**config.mk**
```make
export PLATFORM = sky130hd
export DESIGN_NAME = flash_row_programmer_flat
export DESIGN_NICKNAME = d
export VERILOG_FILES = /design/src/flash_pkg.sv /design/src/flash_bus_if.sv /design/src/flash_row_programmer.sv /design/src/flash_delay_timer.sv /design/src/flat_wrapper.sv
export SDC_FILE = /design/constraint.sdc
export NUM_CORES = 1
export LEC_CHECK = 0
export ABC_AREA = 1
export BUFFER_PORTS_ARGS = -buffer_cell sky130_fd_sc_hd__buf_2
export CAP_MARGIN = 20
export CORE_MARGIN = 4
export CORE_UTILIZATION = 29
export CTS_BUF_LIST = sky130_fd_sc_hd__clkbuf_16
export DETAILED_ROUTE_END_ITERATION = 8
export PLACE_DENSITY = 0.6
export SYNTH_ARGS = -nofsm -noshare
export SYNTH_HDL_FRONTEND = slang
export SYNTH_HIERARCHICAL = 1
export SYNTH_SLANG_ARGS = --single-unit
```
**constraint.sdc**
```tcl
create_clock -name i_clk -period 1.6 [get_ports i_clk]
set_input_delay 0.24 -clock i_clk [delete_from_list [all_inputs] [get_ports i_clk]]
set_output_delay 0.24 -clock i_clk [all_outputs]
set_load 0.02 [all_outputs]
```
**src/flash_pkg.sv**
```systemverilog
// Shared constants and types for the flash program and protect controller.
package flash_pkg;
  // ****************************************************************
  // Timing
  // ****************************************************************
  localparam int CLK_PERIOD_NS = 100;
  localparam int T_NVS_NS = 10000;
  localparam int T_PGS_NS = 5000;
  localparam int BYTE_PROGRAM_TIME_NS = 30000;
  localparam int NONVOLATILE_HOLD_TIME_NS = 5000;
  localparam int READ_RECOVERY_TIME_NS = 1000;
  localparam int NVS_CYC = (T_NVS_NS + CLK_PERIOD_NS - 1) / CLK_PERIOD_NS;
  localparam int PGS_CYC = (T_PGS_NS + CLK_PERIOD_NS - 1) / CLK_PERIOD_NS;
  localparam int PROG_CYC = (BYTE_PROGRAM_TIME_NS + CLK_PERIOD_NS - 1) / CLK_PERIOD_NS;
  localparam int NVH_CYC = (NONVOLATILE_HOLD_TIME_NS + CLK_PERIOD_NS - 1) / CLK_PERIOD_NS;
  localparam int BCV_CYC = (READ_RECOVERY_TIME_NS + CLK_PERIOD_NS - 1) / CLK_PERIOD_NS;
  localparam int TIMER_W = 9;
  // ****************************************************************
  // Control bits and addresses
  // ****************************************************************
  localparam int CTL_PGM = 0;
  localparam int CTL_ERASE = 1;
  localparam int CTL_MASS = 2;
  localparam int CTL_HIGH_VOLTAGE_ENABLE = 3;
  localparam int CTL_W = 4;
  localparam logic [15:0] PROTECT_ADDR = 16'hffb0;
  localparam logic [15:0] WATCHDOG_ADDR = 16'hffff;
  localparam logic [7:0] PROTECT_NONE = 8'hff;
  localparam logic [1:0] START_HI = 2'b11;
  localparam logic [5:0] START_LO = 6'h00;
  localparam int ROW_LSB = 5;
  localparam int PAGE_LSB = 6;
  typedef enum logic [1:0] {
    SQ_SEL = 2'b00,
    SQ_PRD = 2'b01,
    SQ_LATCH = 2'b10,
    SQ_HV = 2'b11
  } seq_e;
endpackage : flash_pkg

```
**src/flash_bus_if.sv**
```systemverilog
// Interface joining the sequencing software end and the flash controller.
interface flash_bus_if;
  logic ctl_wr;
  logic [3:0] ctl_wdata;
  logic [3:0] ctl_status;
  logic mem_req;
  logic mem_we;
  logic [15:0] mem_addr;
  logic [7:0] mem_wdata;
  logic mem_ack;
  logic [7:0] mem_rdata;
  logic low_power;
  modport dev (
    input ctl_wr, ctl_wdata, mem_req, mem_we, mem_addr, mem_wdata, low_power,
    output ctl_status, mem_ack, mem_rdata
  );
  modport host (
    output ctl_wr, ctl_wdata, mem_req, mem_we, mem_addr, mem_wdata, low_power,
    input ctl_status, mem_ack, mem_rdata
  );
endinterface : flash_bus_if

```
**src/flash_row_programmer.sv**
```systemverilog
// Software end: steps through one row program sequence with timed waits.
module flash_row_programmer
  import flash_pkg::*;
(
  // Clock and reset
  input wire logic i_clk,
  input wire logic i_rst_n,
  // Controller side
  flash_bus_if.host bus,
  // User side
  input wire logic i_start,
  input wire logic [15:0] i_row_addr,
  input wire logic [5:0] i_count,
  input wire logic [7:0] i_byte,
  input wire logic i_monitor_fail,
  input wire logic i_enter_low_power,
  output logic o_busy,
  output logic o_done,
  output logic o_refused,
  output logic [4:0] o_byte_idx,
  output logic [7:0] o_protect_bits
);
  typedef enum logic [3:0] {
    H_IDLE = 4'h0, H_SEL = 4'h1, H_RDP = 4'h2, H_LATCH = 4'h3, H_NVS = 4'h4,
    H_SETHV = 4'h5, H_CHECK = 4'h6, H_PGS = 4'h7, H_WRB = 4'h8, H_PROG = 4'h9,
    H_CLRP = 4'ha, H_NVH = 4'hb, H_CLRHV = 4'hc, H_BCV = 4'hd
  } host_e;

  typedef struct packed {
    host_e st;
    logic req;
    logic we;
    logic [15:0] addr;
    logic [7:0] wdata;
    logic ctl_wr;
    logic [3:0] ctl;
    logic [15:0] row;
    logic [5:0] left;
    logic [4:0] idx;
    logic busy;
    logic done;
    logic refused;
    logic [7:0] prot;
    logic lowp;
    logic tload;
    logic [TIMER_W-1:0] tcyc;
  } host_s;
  host_s q, d;
  logic t_run;
  logic t_wait;

  flash_delay_timer #(.W(TIMER_W)) u_timer (
    .i_clk(i_clk),
    .i_rst_n(i_rst_n),
    .i_load(q.tload),
    .i_cycles(q.tcyc),
    .o_running(t_run)
  );

  always_comb begin
    d = q;
    d.ctl_wr = 1'b0;
    d.tload = 1'b0;
    d.done = 1'b0;
    d.lowp = i_enter_low_power;
    t_wait = q.tload || t_run;
    unique case (q.st)
      H_IDLE: if (i_start) begin
        d.row = i_row_addr;
        d.left = i_count;
        d.idx = '0;
        d.refused = 1'b0;
        d.busy = 1'b1;
        d.st = H_SEL;
      end
      H_SEL: begin
        d.ctl_wr = 1'b1;
        d.ctl = 4'h1 << CTL_PGM;
        d.we = 1'b0;
        d.addr = PROTECT_ADDR;
        d.st = H_RDP;
      end
      // The read trails the select write by a cycle, or the controller takes it before the select.
      H_RDP: if (!q.req) begin
        d.req = 1'b1;
      end else if (bus.mem_ack) begin
        d.prot = bus.mem_rdata;
        d.we = 1'b1;
        d.addr = i_monitor_fail ? PROTECT_ADDR : {q.row[15:ROW_LSB], 5'h00};
        d.st = H_LATCH;
      end
      H_LATCH: if (bus.mem_ack) begin
        d.req = 1'b0;
        d.tload = 1'b1;
        d.tcyc = TIMER_W'(NVS_CYC);
        d.st = H_NVS;
      end
      H_NVS: if (!t_wait) begin
        d.st = H_SETHV;
      end
      H_SETHV: begin
        d.ctl_wr = 1'b1;
        d.ctl = (4'h1 << CTL_PGM) | (4'h1 << CTL_HIGH_VOLTAGE_ENABLE);
        d.st = H_CHECK;
      end
      H_CHECK: if (!q.ctl_wr) begin
        d.refused = !bus.ctl_status[CTL_HIGH_VOLTAGE_ENABLE];
        d.tload = 1'b1;
        d.tcyc = TIMER_W'(PGS_CYC);
        d.st = bus.ctl_status[CTL_HIGH_VOLTAGE_ENABLE] ? H_PGS : H_CLRP;
      end
      H_PGS: if (!t_wait) begin
        d.st = H_WRB;
      end
      H_WRB: if (q.left == '0) begin
        d.st = H_CLRP;
      end else if (!q.req) begin
        d.addr = {q.row[15:ROW_LSB], q.idx};
        d.wdata = i_byte;
        d.req = ({q.row[15:ROW_LSB], q.idx} != WATCHDOG_ADDR);
        d.st = d.req ? H_WRB : H_PROG;
        d.tload = !d.req;
        d.tcyc = TIMER_W'(PROG_CYC);
      end else if (bus.mem_ack) begin
        d.req = 1'b0;
        d.tload = 1'b1;
        d.tcyc = TIMER_W'(PROG_CYC);
        d.st = H_PROG;
      end
      H_PROG: if (!t_wait) begin
        d.left = q.left - 1'b1;
        d.idx = q.idx + 1'b1;
        d.st = H_WRB;
      end
      H_CLRP: begin
        d.ctl_wr = 1'b1;
        d.ctl = 4'h1 << CTL_HIGH_VOLTAGE_ENABLE;
        d.tload = 1'b1;
        d.tcyc = TIMER_W'(NVH_CYC);
        d.st = H_NVH;
      end
      H_NVH: if (!t_wait) begin
        d.st = H_CLRHV;
      end
      H_CLRHV: begin
        d.ctl_wr = 1'b1;
        d.ctl = 4'h0;
        d.tload = 1'b1;
        d.tcyc = TIMER_W'(BCV_CYC);
        d.st = H_BCV;
      end
      H_BCV: if (!t_wait) begin
        d.busy = 1'b0;
        d.done = 1'b1;
        d.st = H_IDLE;
      end
      default: d.st = H_IDLE;
    endcase
    // Entering a low power mode mid-sequence loses the row, so it is reported as refused.
    if (i_enter_low_power && q.busy) begin
      d.req = 1'b0;
      d.ctl_wr = 1'b0;
      d.busy = 1'b0;
      d.done = 1'b1;
      d.refused = 1'b1;
      d.st = H_IDLE;
    end
  end

  always_ff @(posedge i_clk) begin
    if (!i_rst_n) begin
      q <= '0;
    end else begin
      q <= d;
    end
  end

  assign bus.ctl_wr = q.ctl_wr;
  assign bus.ctl_wdata = q.ctl;
  assign bus.mem_req = q.req;
  assign bus.mem_we = q.we;
  assign bus.mem_addr = q.addr;
  assign bus.mem_wdata = q.wdata;
  assign bus.low_power = q.lowp;
  assign o_busy = q.busy;
  assign o_done = q.done;
  assign o_refused = q.refused;
  assign o_byte_idx = q.idx;
  assign o_protect_bits = q.prot;
endmodule : flash_row_programmer

```
**src/flash_delay_timer.sv**
```systemverilog
// Down counter that measures minimum waits in bus clock cycles.
module flash_delay_timer
  import flash_pkg::*;
#(
  parameter int W = TIMER_W
) (
  // Clock and reset
  input wire logic i_clk,
  input wire logic i_rst_n,
  // Load and status
  input wire logic i_load,
  input wire logic [W-1:0] i_cycles,
  output logic o_running
);
  typedef struct packed {
    logic [W-1:0] cnt;
    logic run;
  } timer_s;
  timer_s q, d;

  always_comb begin
    d = q;
    if (i_load) begin
      d.cnt = i_cycles;
    end else if (q.cnt != '0) begin
      d.cnt = q.cnt - 1'b1;
    end
    d.run = (d.cnt != '0);
  end

  always_ff @(posedge i_clk) begin
    if (!i_rst_n) begin
      q <= '0;
    end else begin
      q <= d;
    end
  end

  assign o_running = q.run;
endmodule : flash_delay_timer

```
**src/flat_wrapper.sv**
```systemverilog
// flat-port wrapper written by rule: the top's interface ports become plain ports
module flash_row_programmer_flat import flash_pkg::*;
  (i_clk, i_rst_n, i_start, i_row_addr, i_count, i_byte, i_monitor_fail, i_enter_low_power, o_busy, o_done, o_refused, o_byte_idx, o_protect_bits, bus_ctl_wr, bus_ctl_wdata, bus_mem_req, bus_mem_we, bus_mem_addr, bus_mem_wdata, bus_low_power, bus_ctl_status, bus_mem_ack, bus_mem_rdata);
  flash_bus_if bus_i ();
  input wire logic i_clk;
  input wire logic i_rst_n;
  input wire logic i_start;
  input wire logic [15:0] i_row_addr;
  input wire logic [5:0] i_count;
  input wire logic [7:0] i_byte;
  input wire logic i_monitor_fail;
  input wire logic i_enter_low_power;
  output logic o_busy;
  output logic o_done;
  output logic o_refused;
  output logic [4:0] o_byte_idx;
  output logic [7:0] o_protect_bits;
  output wire logic [$bits(bus_i.ctl_wr)-1:0] bus_ctl_wr;
  output wire logic [$bits(bus_i.ctl_wdata)-1:0] bus_ctl_wdata;
  output wire logic [$bits(bus_i.mem_req)-1:0] bus_mem_req;
  output wire logic [$bits(bus_i.mem_we)-1:0] bus_mem_we;
  output wire logic [$bits(bus_i.mem_addr)-1:0] bus_mem_addr;
  output wire logic [$bits(bus_i.mem_wdata)-1:0] bus_mem_wdata;
  output wire logic [$bits(bus_i.low_power)-1:0] bus_low_power;
  input wire logic [$bits(bus_i.ctl_status)-1:0] bus_ctl_status;
  input wire logic [$bits(bus_i.mem_ack)-1:0] bus_mem_ack;
  input wire logic [$bits(bus_i.mem_rdata)-1:0] bus_mem_rdata;
  assign bus_ctl_wr = bus_i.ctl_wr;
  assign bus_ctl_wdata = bus_i.ctl_wdata;
  assign bus_mem_req = bus_i.mem_req;
  assign bus_mem_we = bus_i.mem_we;
  assign bus_mem_addr = bus_i.mem_addr;
  assign bus_mem_wdata = bus_i.mem_wdata;
  assign bus_low_power = bus_i.low_power;
  assign bus_i.ctl_status = bus_ctl_status;
  assign bus_i.mem_ack = bus_mem_ack;
  assign bus_i.mem_rdata = bus_mem_rdata;
  flash_row_programmer u_core (.i_clk(i_clk), .i_rst_n(i_rst_n), .bus(bus_i), .i_start(i_start), .i_row_addr(i_row_addr), .i_count(i_count), .i_byte(i_byte), .i_monitor_fail(i_monitor_fail), .i_enter_low_power(i_enter_low_power), .o_busy(o_busy), .o_done(o_done), .o_refused(o_refused), .o_byte_idx(o_byte_idx), .o_protect_bits(o_protect_bits));
endmodule
```
==> run metrics, run 1 <==
Avg Cell Area, Syn=7.16 um^2; Pins Over Slew Limit=0; vias in the first global route=3832; Main synth FF type=dfxtp_1; Final Critical Period=1510 ps; Min Hold Slack=95.0 ps; Die Area=17300 um^2; CORE AREA=14800 um^2; Flop pwr share=0.283; Layout fillers=1599; Critical Path Source Type=register; min-delay worst type=in -> reg; post-synth cell types=43; Max Clock Freq=661 MHz; Leak Pwr=0.00259 uW; Vias/cell=4.42; post-DP HPWL=8390 um; clock buffer depth=2; first-pass GRT wire length=18400 um; non-filler cells, final=900; clock transition at the registers of the reported paths=60 ps; initial antenna violation count=0; Initial Util=0.300; Synthesis Warnings=6; CTS tree=built; ANT nets after route=0; GRT overflow=0; num ports=96; Worst EP arrival=1750 ps; root buf cell=clkbuf_16; M3 GR Usage=0.0287; gr usage total=0.128; die width=131 um; # setup viols final=0; Cells after Synth=618; Max IR drop VDD=0.699 mV; total power draw=10800 uW; Buffers on Ports=85; iteration-0 DRC count of the detailed router=120; Comb pwr share=0.488; synthesis-stage register bit count=85; maximum fanout along the worst path=7; NetSw=4220 uW; clk_lat worst skew=340 ps; CP Class=reg -> reg; unrepaired setup endpoints after global routing=yes; met2 Use GR=0.214; critical path required time=1830 ps; met1 Use GR=0.164; clock sink count=85; fraction of registers with async set/reset=0; Ant. Diodes=0; residual DRC count=0; Setup crit end kind=register; GR peak layer=met2; clock network fraction of design power=0.229; worst clock skew=5.97 ps; EDFF count, synth=0; fin nets=763; post-detailed-routing wire length=11000 um; Seq/Total Area, Yosys=0.385; cts bufs inserted=9; site row count=44; Mapped Area=4420 um^2; cts hold-fix bufs=0; share of cells above drive strength 1=0.346; drt first pass iters=4; switching share of power=0.391; htree depth=3; Chip Height=131 um; total power per unit cell area=1920 nW/um^2; P_int=6560 uW; status=finished clean; largest net degree at the start of global routing=32; Max-cap violations=0; DR WL/cell=12.2 um; period utilisation layout=0.946; final hold vios=0; gpl congestion=0.931; placed insts=882; P&R area growth vs syn=26.8%; Vias=3976
[metal layers]
metal | routed length (um) | share of wire | vias up
li1 | - | - | 2107
met1 | 5110 | 0.47 | 1769
met2 | 5070 | 0.46 | 82
met3 | 559 | 0.051 | 18
met4 | 214 | 0.020 | 0
met5 | 0 | 0 | -
[path summary, 6_finish.rpt]
check / startpoint / depth (start not counted) / slack, ps / endpoint
worst max-delay path: u_core/q[27]$_SDFFE_PN0P_ / 12 / 90 / u_core/bus.mem_addr[5]$_SDFFE_PN0P_
worst min-delay path: i_enter_low_power / 3 / 100 / u_core/bus.low_power$_SDFF_PN0_
worst max register to register: u_core/q[27]$_SDFFE_PN0P_ / 12 / 90 / u_core/bus.mem_addr[5]$_SDFFE_PN0P_
worst min register to register: u_core/o_protect_bits[6]$_SDFFE_PN0P_ / 2 / 440 / u_core/o_protect_bits[6]$_SDFFE_PN0P_
[layout by cell type, fill, tap and decap left out, types with 11 or more instances in the layout]
cell,synthesis,final
buf_2,2,85
o21ai_2,10,11
nand3_1,16,14
a21oi_1,49,46
inv_1,61,58
o21ai_0,40,38
nor2_2,8,15
dfxtp_1,85,77
nor2_1,94,85
inv_2,8,11
a21oi_2,9,12
nand2_1,119,111
buf_4,43,47
nand2_2,7,12
[worst max-delay path: stages (launching register included)]
cell     delay, ps
dfxtp_2        320
inv_1           50
ha_2           170
nand2_2         70
nor2_2          30
buf_4          140
nand2_4         60
inv_2           50
nor2_4         110
nand2_4         80
buf_6          140
nor3_2         140
nor2_1          50
[logic make-up after synthesis]
logic type,count (synthesis),share of synthesized area
XOR/XNOR,8,0.0158
adder cells (fa/ha/maj),3,0.00849
buffers and inverters,128,0.153
other,1,0.000848
AND/OR/NAND/NOR,270,0.272
flip-flops,85,0.385
AO/OA/AOI/OAI,123,0.165
[area by class of cell]
type | count | area (um^2) | share of cell area
Clock buffer | 9 | 225 | 0.0402
Clock inverter | 6 | 128 | 0.0228
Inverter | 70 | 265 | 0.0473
Multi-Input combinational cell | 408 | 2170 | 0.387
Sequential cell | 85 | 1720 | 0.306
Tap cell | 184 | 230 | 0.0410
Timing Repair Buffer | 138 | 876 | 0.156
[power by group through the flow]
stage / logic (uW) / clock network [uW] / registers, uW
detailed placement: 4840 / 0 / 3050
floorplan: 3540 / 0 / 3040
finish: 5270 / 2470 / 3050
CTS: 4920 / 2530 / 3010
global route: 5890 / 2620 / 3130
global placement: 4810 / 0 / 3050
[repair_timing]
item                                    CTS  global route
setup buffers                             0             3
hold endpoints to repair                  0             0
gates resized for setup                  10            43
pin swaps                                 3            16
endpoints found under the setup margin   29            50
[synthesized netlist by cell type, drive strengths merged, types with 2 or more instances]
cell | n | area (um^2)
buf | 50 | 383
nand3 | 20 | 128
ha | 3 | 37.5
nor3 | 4 | 20.0
o211ai | 3 | 22.5
o21bai | 2 | 15.0
nor2 | 107 | 468
dfxtp | 85 | 1700
nand4 | 4 | 25.0
nand2 | 129 | 524
inv | 69 | 259
o21ai | 53 | 314
a211oi | 2 | 15.0
nand3b | 2 | 15.0
xor2 | 3 | 26.3
clkbuf | 8 | 31.3
or2 | 3 | 18.8
a31oi | 2 | 12.5
xnor2 | 5 | 43.8
a21oi | 58 | 324
[sequential cells by signal (all words and copies together) (netlist names)]
register,cells
u_core/o_protect_bits,8
u_core/bus.low_power,1
u_core/bus.mem_req,1
u_core/bus.mem_we,1
u_core/bus.mem_addr,16
u_core/bus.ctl_wdata,2
u_core/o_byte_idx,5
u_core/u_timer/q,9
u_core/bus.ctl_wr,1
u_core/u_timer/o_running,1
u_core/q,29
u_core/bus.mem_wdata,8
u_core/o_refused,1
u_core/o_busy,1
u_core/o_done,1
[through the flow]
stage               cell area [um^2]  TNS [ps]  utilization  worst slack [ps]
global route                    5610     -67.1        0.380             -27.5
CTS                             5470     -17.8        0.370             -17.8
detailed placement              5090      -538        0.345             -61.8
floorplan                       4430         0            -              45.7
global placement                5090      -491        0.345             -66.9
finish                          5610         0        0.380              86.5
Power figures use the tool's default switching activity.
==> inputs of run 2 (changes only) <==
--- a/config.mk
+++ b/config.mk
@@ -13,7 +13,7 @@
 export CTS_BUF_LIST = sky130_fd_sc_hd__clkbuf_16
 export DETAILED_ROUTE_END_ITERATION = 8
 export PLACE_DENSITY = 0.6
+export SETUP_SLACK_MARGIN = 0.1
 export SYNTH_ARGS = -nofsm -noshare
 export SYNTH_HDL_FRONTEND = slang
-export SYNTH_HIERARCHICAL = 1
 export SYNTH_SLANG_ARGS = --single-unit
==> run metrics, run 2 <==
P_int=5940 uW; Buffers on Ports=85; num ports=96; gr usage total=0.148; P&R area growth vs syn=46.7%; post-DP HPWL=8580 um; Initial Util=0.295; Vias=4254; GRT overflow=0; CTS tree=built; DR WL/cell=13.4 um; Max IR drop VDD=0.951 mV; cts hold-fix bufs=0; ANT nets after route=0; Mapped Area=4270 um^2; Max Clock Freq=599 MHz; residual DRC count=0; initial antenna violation count=0; cts bufs inserted=9; maximum fanout along the worst path=4; total power per unit cell area=1550 nW/um^2; synthesis-stage register bit count=85; Seq/Total Area, Yosys=0.398; Pins Over Slew Limit=0; Worst EP arrival=1930 ps; R2R cell count=10; critical path required time=1860 ps; Main synth FF type=dfxtp_1; # setup viols final=16; Synth top cells by count=nand2_1, dfxtp_1, nor2_1; commonest non-fill, non-tap cell in the layout=nand2_1; site row count=44; hold-critical path depth=3; switching share of power=0.389; unrepaired setup endpoints after global routing=yes; commonest cells after routing, fill and taps aside=nand2_1, buf_2, dfxtp_1, buf_4, a21oi_1; violated checks=setup timing; Synthesis Warnings=0; NetSw=3780 uW; most frequent CP cell=nand2_1; Critical Path Source Type=register; hold path endpoint=u_core.bus.low_power$_SDFF_PN0_; Final Cell Area=6260 um^2; slowest stage delay, CP=370 ps; vias in the first global route=4090; setup ws final=-68.9 ps; min-delay worst type=in -> reg; Setup crit end kind=register; Comb pwr share=0.500; htree depth=3; top-count cell post-synth=nand2_1; Largest register FFs=29; r2r setup slk=-70 ps; EDFF count, synth=0; Top reg by flops=u_core.q; area post-placement=5080 um^2; root buf cell=clkbuf_16; CP max stage cell=dfxtp_4; Flop pwr share=0.286; CP Class=reg -> reg; Cells after Synth=613; Final Critical Period=1670 ps; biggest area consumer among synthesized cells=dfxtp_1; FF-to-FF Start=u_core.q[80]$_SDFFE_PP0P_; Yosys top cell area share=0.398; Die Area=16700 um^2; worst clock skew=8.41 ps; largest net degree at the start of global routing=29; period utilisation layout=1.04; Chip Height=129 um; fraction of registers with async set/reset=0; share of cells above drive strength 1=0.465; post-synth cell types=39; die width=129 um; clock transition at the registers of the reported paths=60 ps; Layout fillers=1471; dominant cells by area after synthesis=dfxtp_1, nand2_1, a21oi_1, buf_4, nor2_1; final hold vios=0; iteration-0 DRC count of the detailed router=209; clock sink count=85; clock buffer depth=2; Vias/cell=4.55; drt first pass iters=4; Max-cap violations=0; Setup WS pre-CTS=-111 ps; Avg Cell Area, Syn=6.97 um^2; clk_lat worst skew=340 ps; status=complete, but fails checks; first-pass GRT wire length=19800 um; CORE AREA=14500 um^2; gpl congestion=0.849; fin nets=795; Core Util, Final=0.433; clock network fraction of design power=0.214; CP Cell Sequence=buf_4 -> nand2_1 -> nor2_2 -> nand2_1 -> o21ai_0 -> nor3_2 -> nand2_2 -> buf_4 -> nand2_1 -> a21oi_1; r2r endpoint=u_core.q[83]$_SDFFE_PP0P_; Worst Min Path Start=i_enter_low_power; post-detailed-routing wire length=12500 um; Leak Pwr=0.00280 uW
-- run 2: cell types whose count changed after synthesis, sizes merged, moves of 3 or more --
cell | previous run | this run
nand3 | 20 | 36
nand2 | 129 | 135
o21ai | 53 | 37
a21oi | 58 | 63
nor3 | 4 | 7
nor2 | 107 | 91
inv | 69 | 64
-- run 2: power groups by stage --
stage | combinational (uW) | sequential [uW] | clock (uW)
2_1_floorplan | 2290 | 2750 | 0
3_3_place_gp | 3430 | 2760 | 0
3_5_place_dp | 3440 | 2770 | 0
4_1_cts | 3960 | 2740 | 2150
5_1_grt | 5290 | 2830 | 2230
6_report | 4860 | 2780 | 2080
-- run 2: worst max-delay path by stage --
| stage | start | to | slack, ps | depth (start not counted) |
|---|---|---|---|---|
| final | u_core.q[80]$_SDFFE_PP0P_ | u_core.q[83]$_SDFFE_PP0P_ | -70 | 10 |
| after global routing | u_core.q[81]$_SDFFE_PP0P_ | u_core.bus.mem_addr[9]$_SDFFE_PN0P_ | -130 | 12 |
| after CTS | u_core.q[27]$_SDFFE_PN0P_ | u_core.q[83]$_SDFFE_PP0P_ | -30 | 10 |
| after detailed placement | u_core.u_timer.q[1]$_SDFF_PN0_ | u_core.u_timer.o_running$_SDFF_PN0_ | -110 | 13 |
| after global placement | u_core.u_timer.q[1]$_SDFF_PN0_ | u_core.u_timer.o_running$_SDFF_PN0_ | -90 | 13 |
| after floorplan | u_core.u_timer.q[1]$_SDFF_PN0_ | u_core.u_timer.o_running$_SDFF_PN0_ | 20 | 13 |
-- run 2: logic make-up after synthesis --
kind of cell    Yosys count  synth area share
other cells               1          0.000878
compound gates          116             0.144
flops                    85             0.398
simple gates            280             0.289
xor+xnor                  4           0.00821
buf+inv                 124             0.151
fa+ha+maj                 3           0.00879
-- run 2: routing by layer --
layer,global-route usage,routed length [um],part of all wire
met5,0,0,0
met2,0.251,6340,0.51
met1,0.183,5410,0.43
met4,0.0488,244,0.019
met3,0.0387,537,0.043
-- run 2: what timing repair did --
action                     CTS  global route
setup endpoints to repair   42            67
gates cloned                 2             2
pin swaps                   24            36
resized for setup           66           123
setup buffers               14             9
-- run 2: final cells by class --
cell class              instances  area (um^2)  share of cell area
multi-input cells             405         2460               0.393
flip-flops and latches         85         1720               0.274
repair buffers                176         1250               0.200
inverters                      66          294              0.0469
well taps                     184          230              0.0367
clock buffers                   9          225              0.0359
clock inverters                 7         67.6              0.0108
repair inverters                1         7.51             0.00120
diodes                          1         2.50            0.000399
-- run 2: stage by stage --
| stage | cells | TNS [ps] | power, uW | hold WS, ps |
|---|---|---|---|---|
| 3_3_place_gp | 891 | -1600 | 6190 | 436 |
| 6_report | 934 | -709 | 9720 | 88.6 |
| 2_1_floorplan | 614 | 0 | 5040 | 333 |
| 5_1_grt | 933 | -3360 | 10300 | 92.6 |
| 3_5_place_dp | 891 | -1790 | 6210 | 438 |
| 4_1_cts | 923 | -97.7 | 8850 | 71.3 |
-- run 2: critical path: cells and delay by family (launching register included) --
family | cells | cell delay [ps]
compound gates | 2 | 260
flops | 1 | 370
simple gates | 6 | 710
buf+inv | 2 | 240
==> inputs of run 3 (changes only) <==
--- a/config.mk
+++ b/config.mk
@@ -6,12 +6,14 @@
 export NUM_CORES = 1
 export LEC_CHECK = 0
 export ABC_AREA = 1
+export ABC_CLOCK_PERIOD_IN_PS = 1500
 export BUFFER_PORTS_ARGS = -buffer_cell sky130_fd_sc_hd__buf_2
 export CAP_MARGIN = 20
 export CORE_MARGIN = 4
 export CORE_UTILIZATION = 29
 export CTS_BUF_LIST = sky130_fd_sc_hd__clkbuf_16
 export DETAILED_ROUTE_END_ITERATION = 8
+export MAX_ROUTING_LAYER = met4
 export PLACE_DENSITY = 0.6
 export SETUP_SLACK_MARGIN = 0.1
 export SYNTH_ARGS = -nofsm -noshare
==> constraint.sdc (replaced) <==
create_clock -name i_clk -period 1.5 [get_ports i_clk]
set_input_delay 0.225 -clock i_clk [delete_from_list [all_inputs] [get_ports i_clk]]
set_output_delay 0.225 -clock i_clk [all_outputs]
set_load 0.02 [all_outputs]
==> run metrics, run 3 (synthesized netlist as in run 2, its figures left out) <==
status=complete, but fails checks; violated checks=setup timing; period utilisation layout=1.09; Max IR drop VDD=0.832 mV; first-pass GRT wire length=19900 um; worst path bufs/invs=3; Vias/cell=4.56; CORE AREA=14500 um^2; Top reg by flops=u_core.q; clock network fraction of design power=0.225; metal2 WL=6330 um; residual DRC count=0; gr usage total=0.152; setup TNS=-3430 ps; NetSw=4130 uW; DR WL/cell=13.3 um; # setup viols final=38; Buffers on Ports=85; Chip Height=129 um; cts bufs inserted=9; Core Util, Final=0.456; switching share of power=0.385; CTS tree=built; maximum fanout along the worst path=6; met1 wire length=5650 um; drt first pass iters=5; Vias=4346; WL met3=432 um; Leak Pwr=0.00287 uW; Top Layer Used=met4; Ant. Diodes=0; setup ws final=-134 ps; unrepaired setup endpoints after global routing=yes; Die Area=16700 um^2; Comb pwr share=0.499; Setup crit end kind=register; ANT nets after route=0; Pins Over Slew Limit=0; clock buffer depth=2; num ports=96; P_int=6590 uW; clk_lat worst skew=340 ps; clock transition at the registers of the reported paths=70 ps; Worst EP arrival=1850 ps; die width=129 um; CP Class=reg -> reg; slowest stage delay, CP=320 ps; Final Cell Area=6600 um^2; GRT overflow=0; Critical Path Source Type=register; commonest cells after routing, fill and taps aside=nand2_1, buf_4, buf_2, dfxtp_1, nor2_1; commonest non-fill, non-tap cell in the layout=nand2_1; Max Clock Freq=612 MHz; Flop pwr share=0.277; Final Critical Period=1630 ps; fin nets=815; initial antenna violation count=0; gpl congestion=0.901; delay-heaviest family, CP=simple AND/OR/NAND/NOR gates; post-DP HPWL=8630 um; Max-cap violations=0; CP max stage cell=dfxtp_2; final hold vios=0; htree depth=3; root buf cell=clkbuf_16; P&R area growth vs syn=54.6%; worst clock skew=6.96 ps; Largest register FFs=29; Initial Util=0.295; area of the multi-input gates=2630 um^2; min-delay worst type=in -> reg; most frequent CP cell=inv_2; share of cells above drive strength 1=0.510; area post-placement=5340 um^2; FF/Latch Area=1720 um^2; critical path required time=1720 ps; vias in the first global route=4190; post-detailed-routing wire length=12600 um; clock sink count=85; cts hold-fix bufs=0; site row count=44; iteration-0 DRC count of the detailed router=161; Layout fillers=1441; largest net degree at the start of global routing=31; total power per unit cell area=1620 nW/um^2; CP Cell Sequence=inv_2 -> ha_4 -> nand4_1 -> nor2_4 -> inv_2 -> nand3_4 -> clkinvlp_4 -> nand2_2 -> a21oi_2
## run 3: stage by stage
| step | cells | total power (uW) | setup WS [ps] | hold WS, ps |
|---|---|---|---|---|
| 3_5_place_dp | 914 | 7090 | -126 | 427 |
| 5_1_grt | 953 | 11400 | -238 | 75.6 |
| 6_report | 953 | 10700 | -134 | 73.7 |
| 3_3_place_gp | 914 | 7060 | -117 | 422 |
| 2_1_floorplan | 614 | 5490 | -7.28 | 318 |
| 4_1_cts | 948 | 10300 | -121 | 56.3 |
## run 3: worst reg2reg max path, cell delays in order, from the launching register on
cell        delay (ps)
dfxtp_2            320
inv_2               70
ha_4               130
nand4_1            150
nor2_4             220
inv_2               70
nand3_4            120
clkinvlp_4         240
nand2_2            140
a21oi_2             50
## run 3: cell type report
type                            instances  area share
Sequential cell                        85       0.261
Inverter                               66      0.0455
Clock buffer                            9      0.0341
Timing Repair Buffer                  195       0.210
Clock inverter                          7      0.0148
Multi-Input combinational cell        405       0.398
Timing Repair inverter                  2     0.00227
Tap cell                              184      0.0349
## run 3: final timing paths
| kind | startpoint | end | slack [ps] | depth (start not counted) |
|---|---|---|---|---|
| min reg2reg | u_core.o_protect_bits[2]$_SDFFE_PN0P_ | u_core.o_protect_bits[2]$_SDFFE_PN0P_ | 460 | 2 |
| max | u_core.q[27]$_SDFFE_PN0P_ | u_core.bus.mem_addr[1]$_SDFFE_PN0P_ | -130 | 9 |
| max reg2reg | u_core.q[27]$_SDFFE_PN0P_ | u_core.bus.mem_addr[1]$_SDFFE_PN0P_ | -130 | 9 |
| min | i_enter_low_power | u_core.bus.low_power$_SDFF_PN0_ | 70 | 3 |
## run 3: routing by layer
layer,up-vias,track usage
met3,15,0.0317
met5,-,-
met4,0,0.0469
met1,2018,0.190
li1,2236,-
met2,77,0.248
## run 3: timing repair
item                       4_1_cts  5_1_grt
setup endpoints to repair       71       76
gates cloned                     1        2
resized for setup               97      107
buffers inserted                20        6
pin swaps                       30       55
## run 3: power by group through the flow
stage | clock network [uW] | logic [uW] | registers [uW]
3_5_place_dp | 0 | 4130 | 2950
6_report | 2410 | 5350 | 2970
3_3_place_gp | 0 | 4110 | 2950
2_1_floorplan | 0 | 2550 | 2940
5_1_grt | 2580 | 5850 | 3020
4_1_cts | 2500 | 4900 | 2940
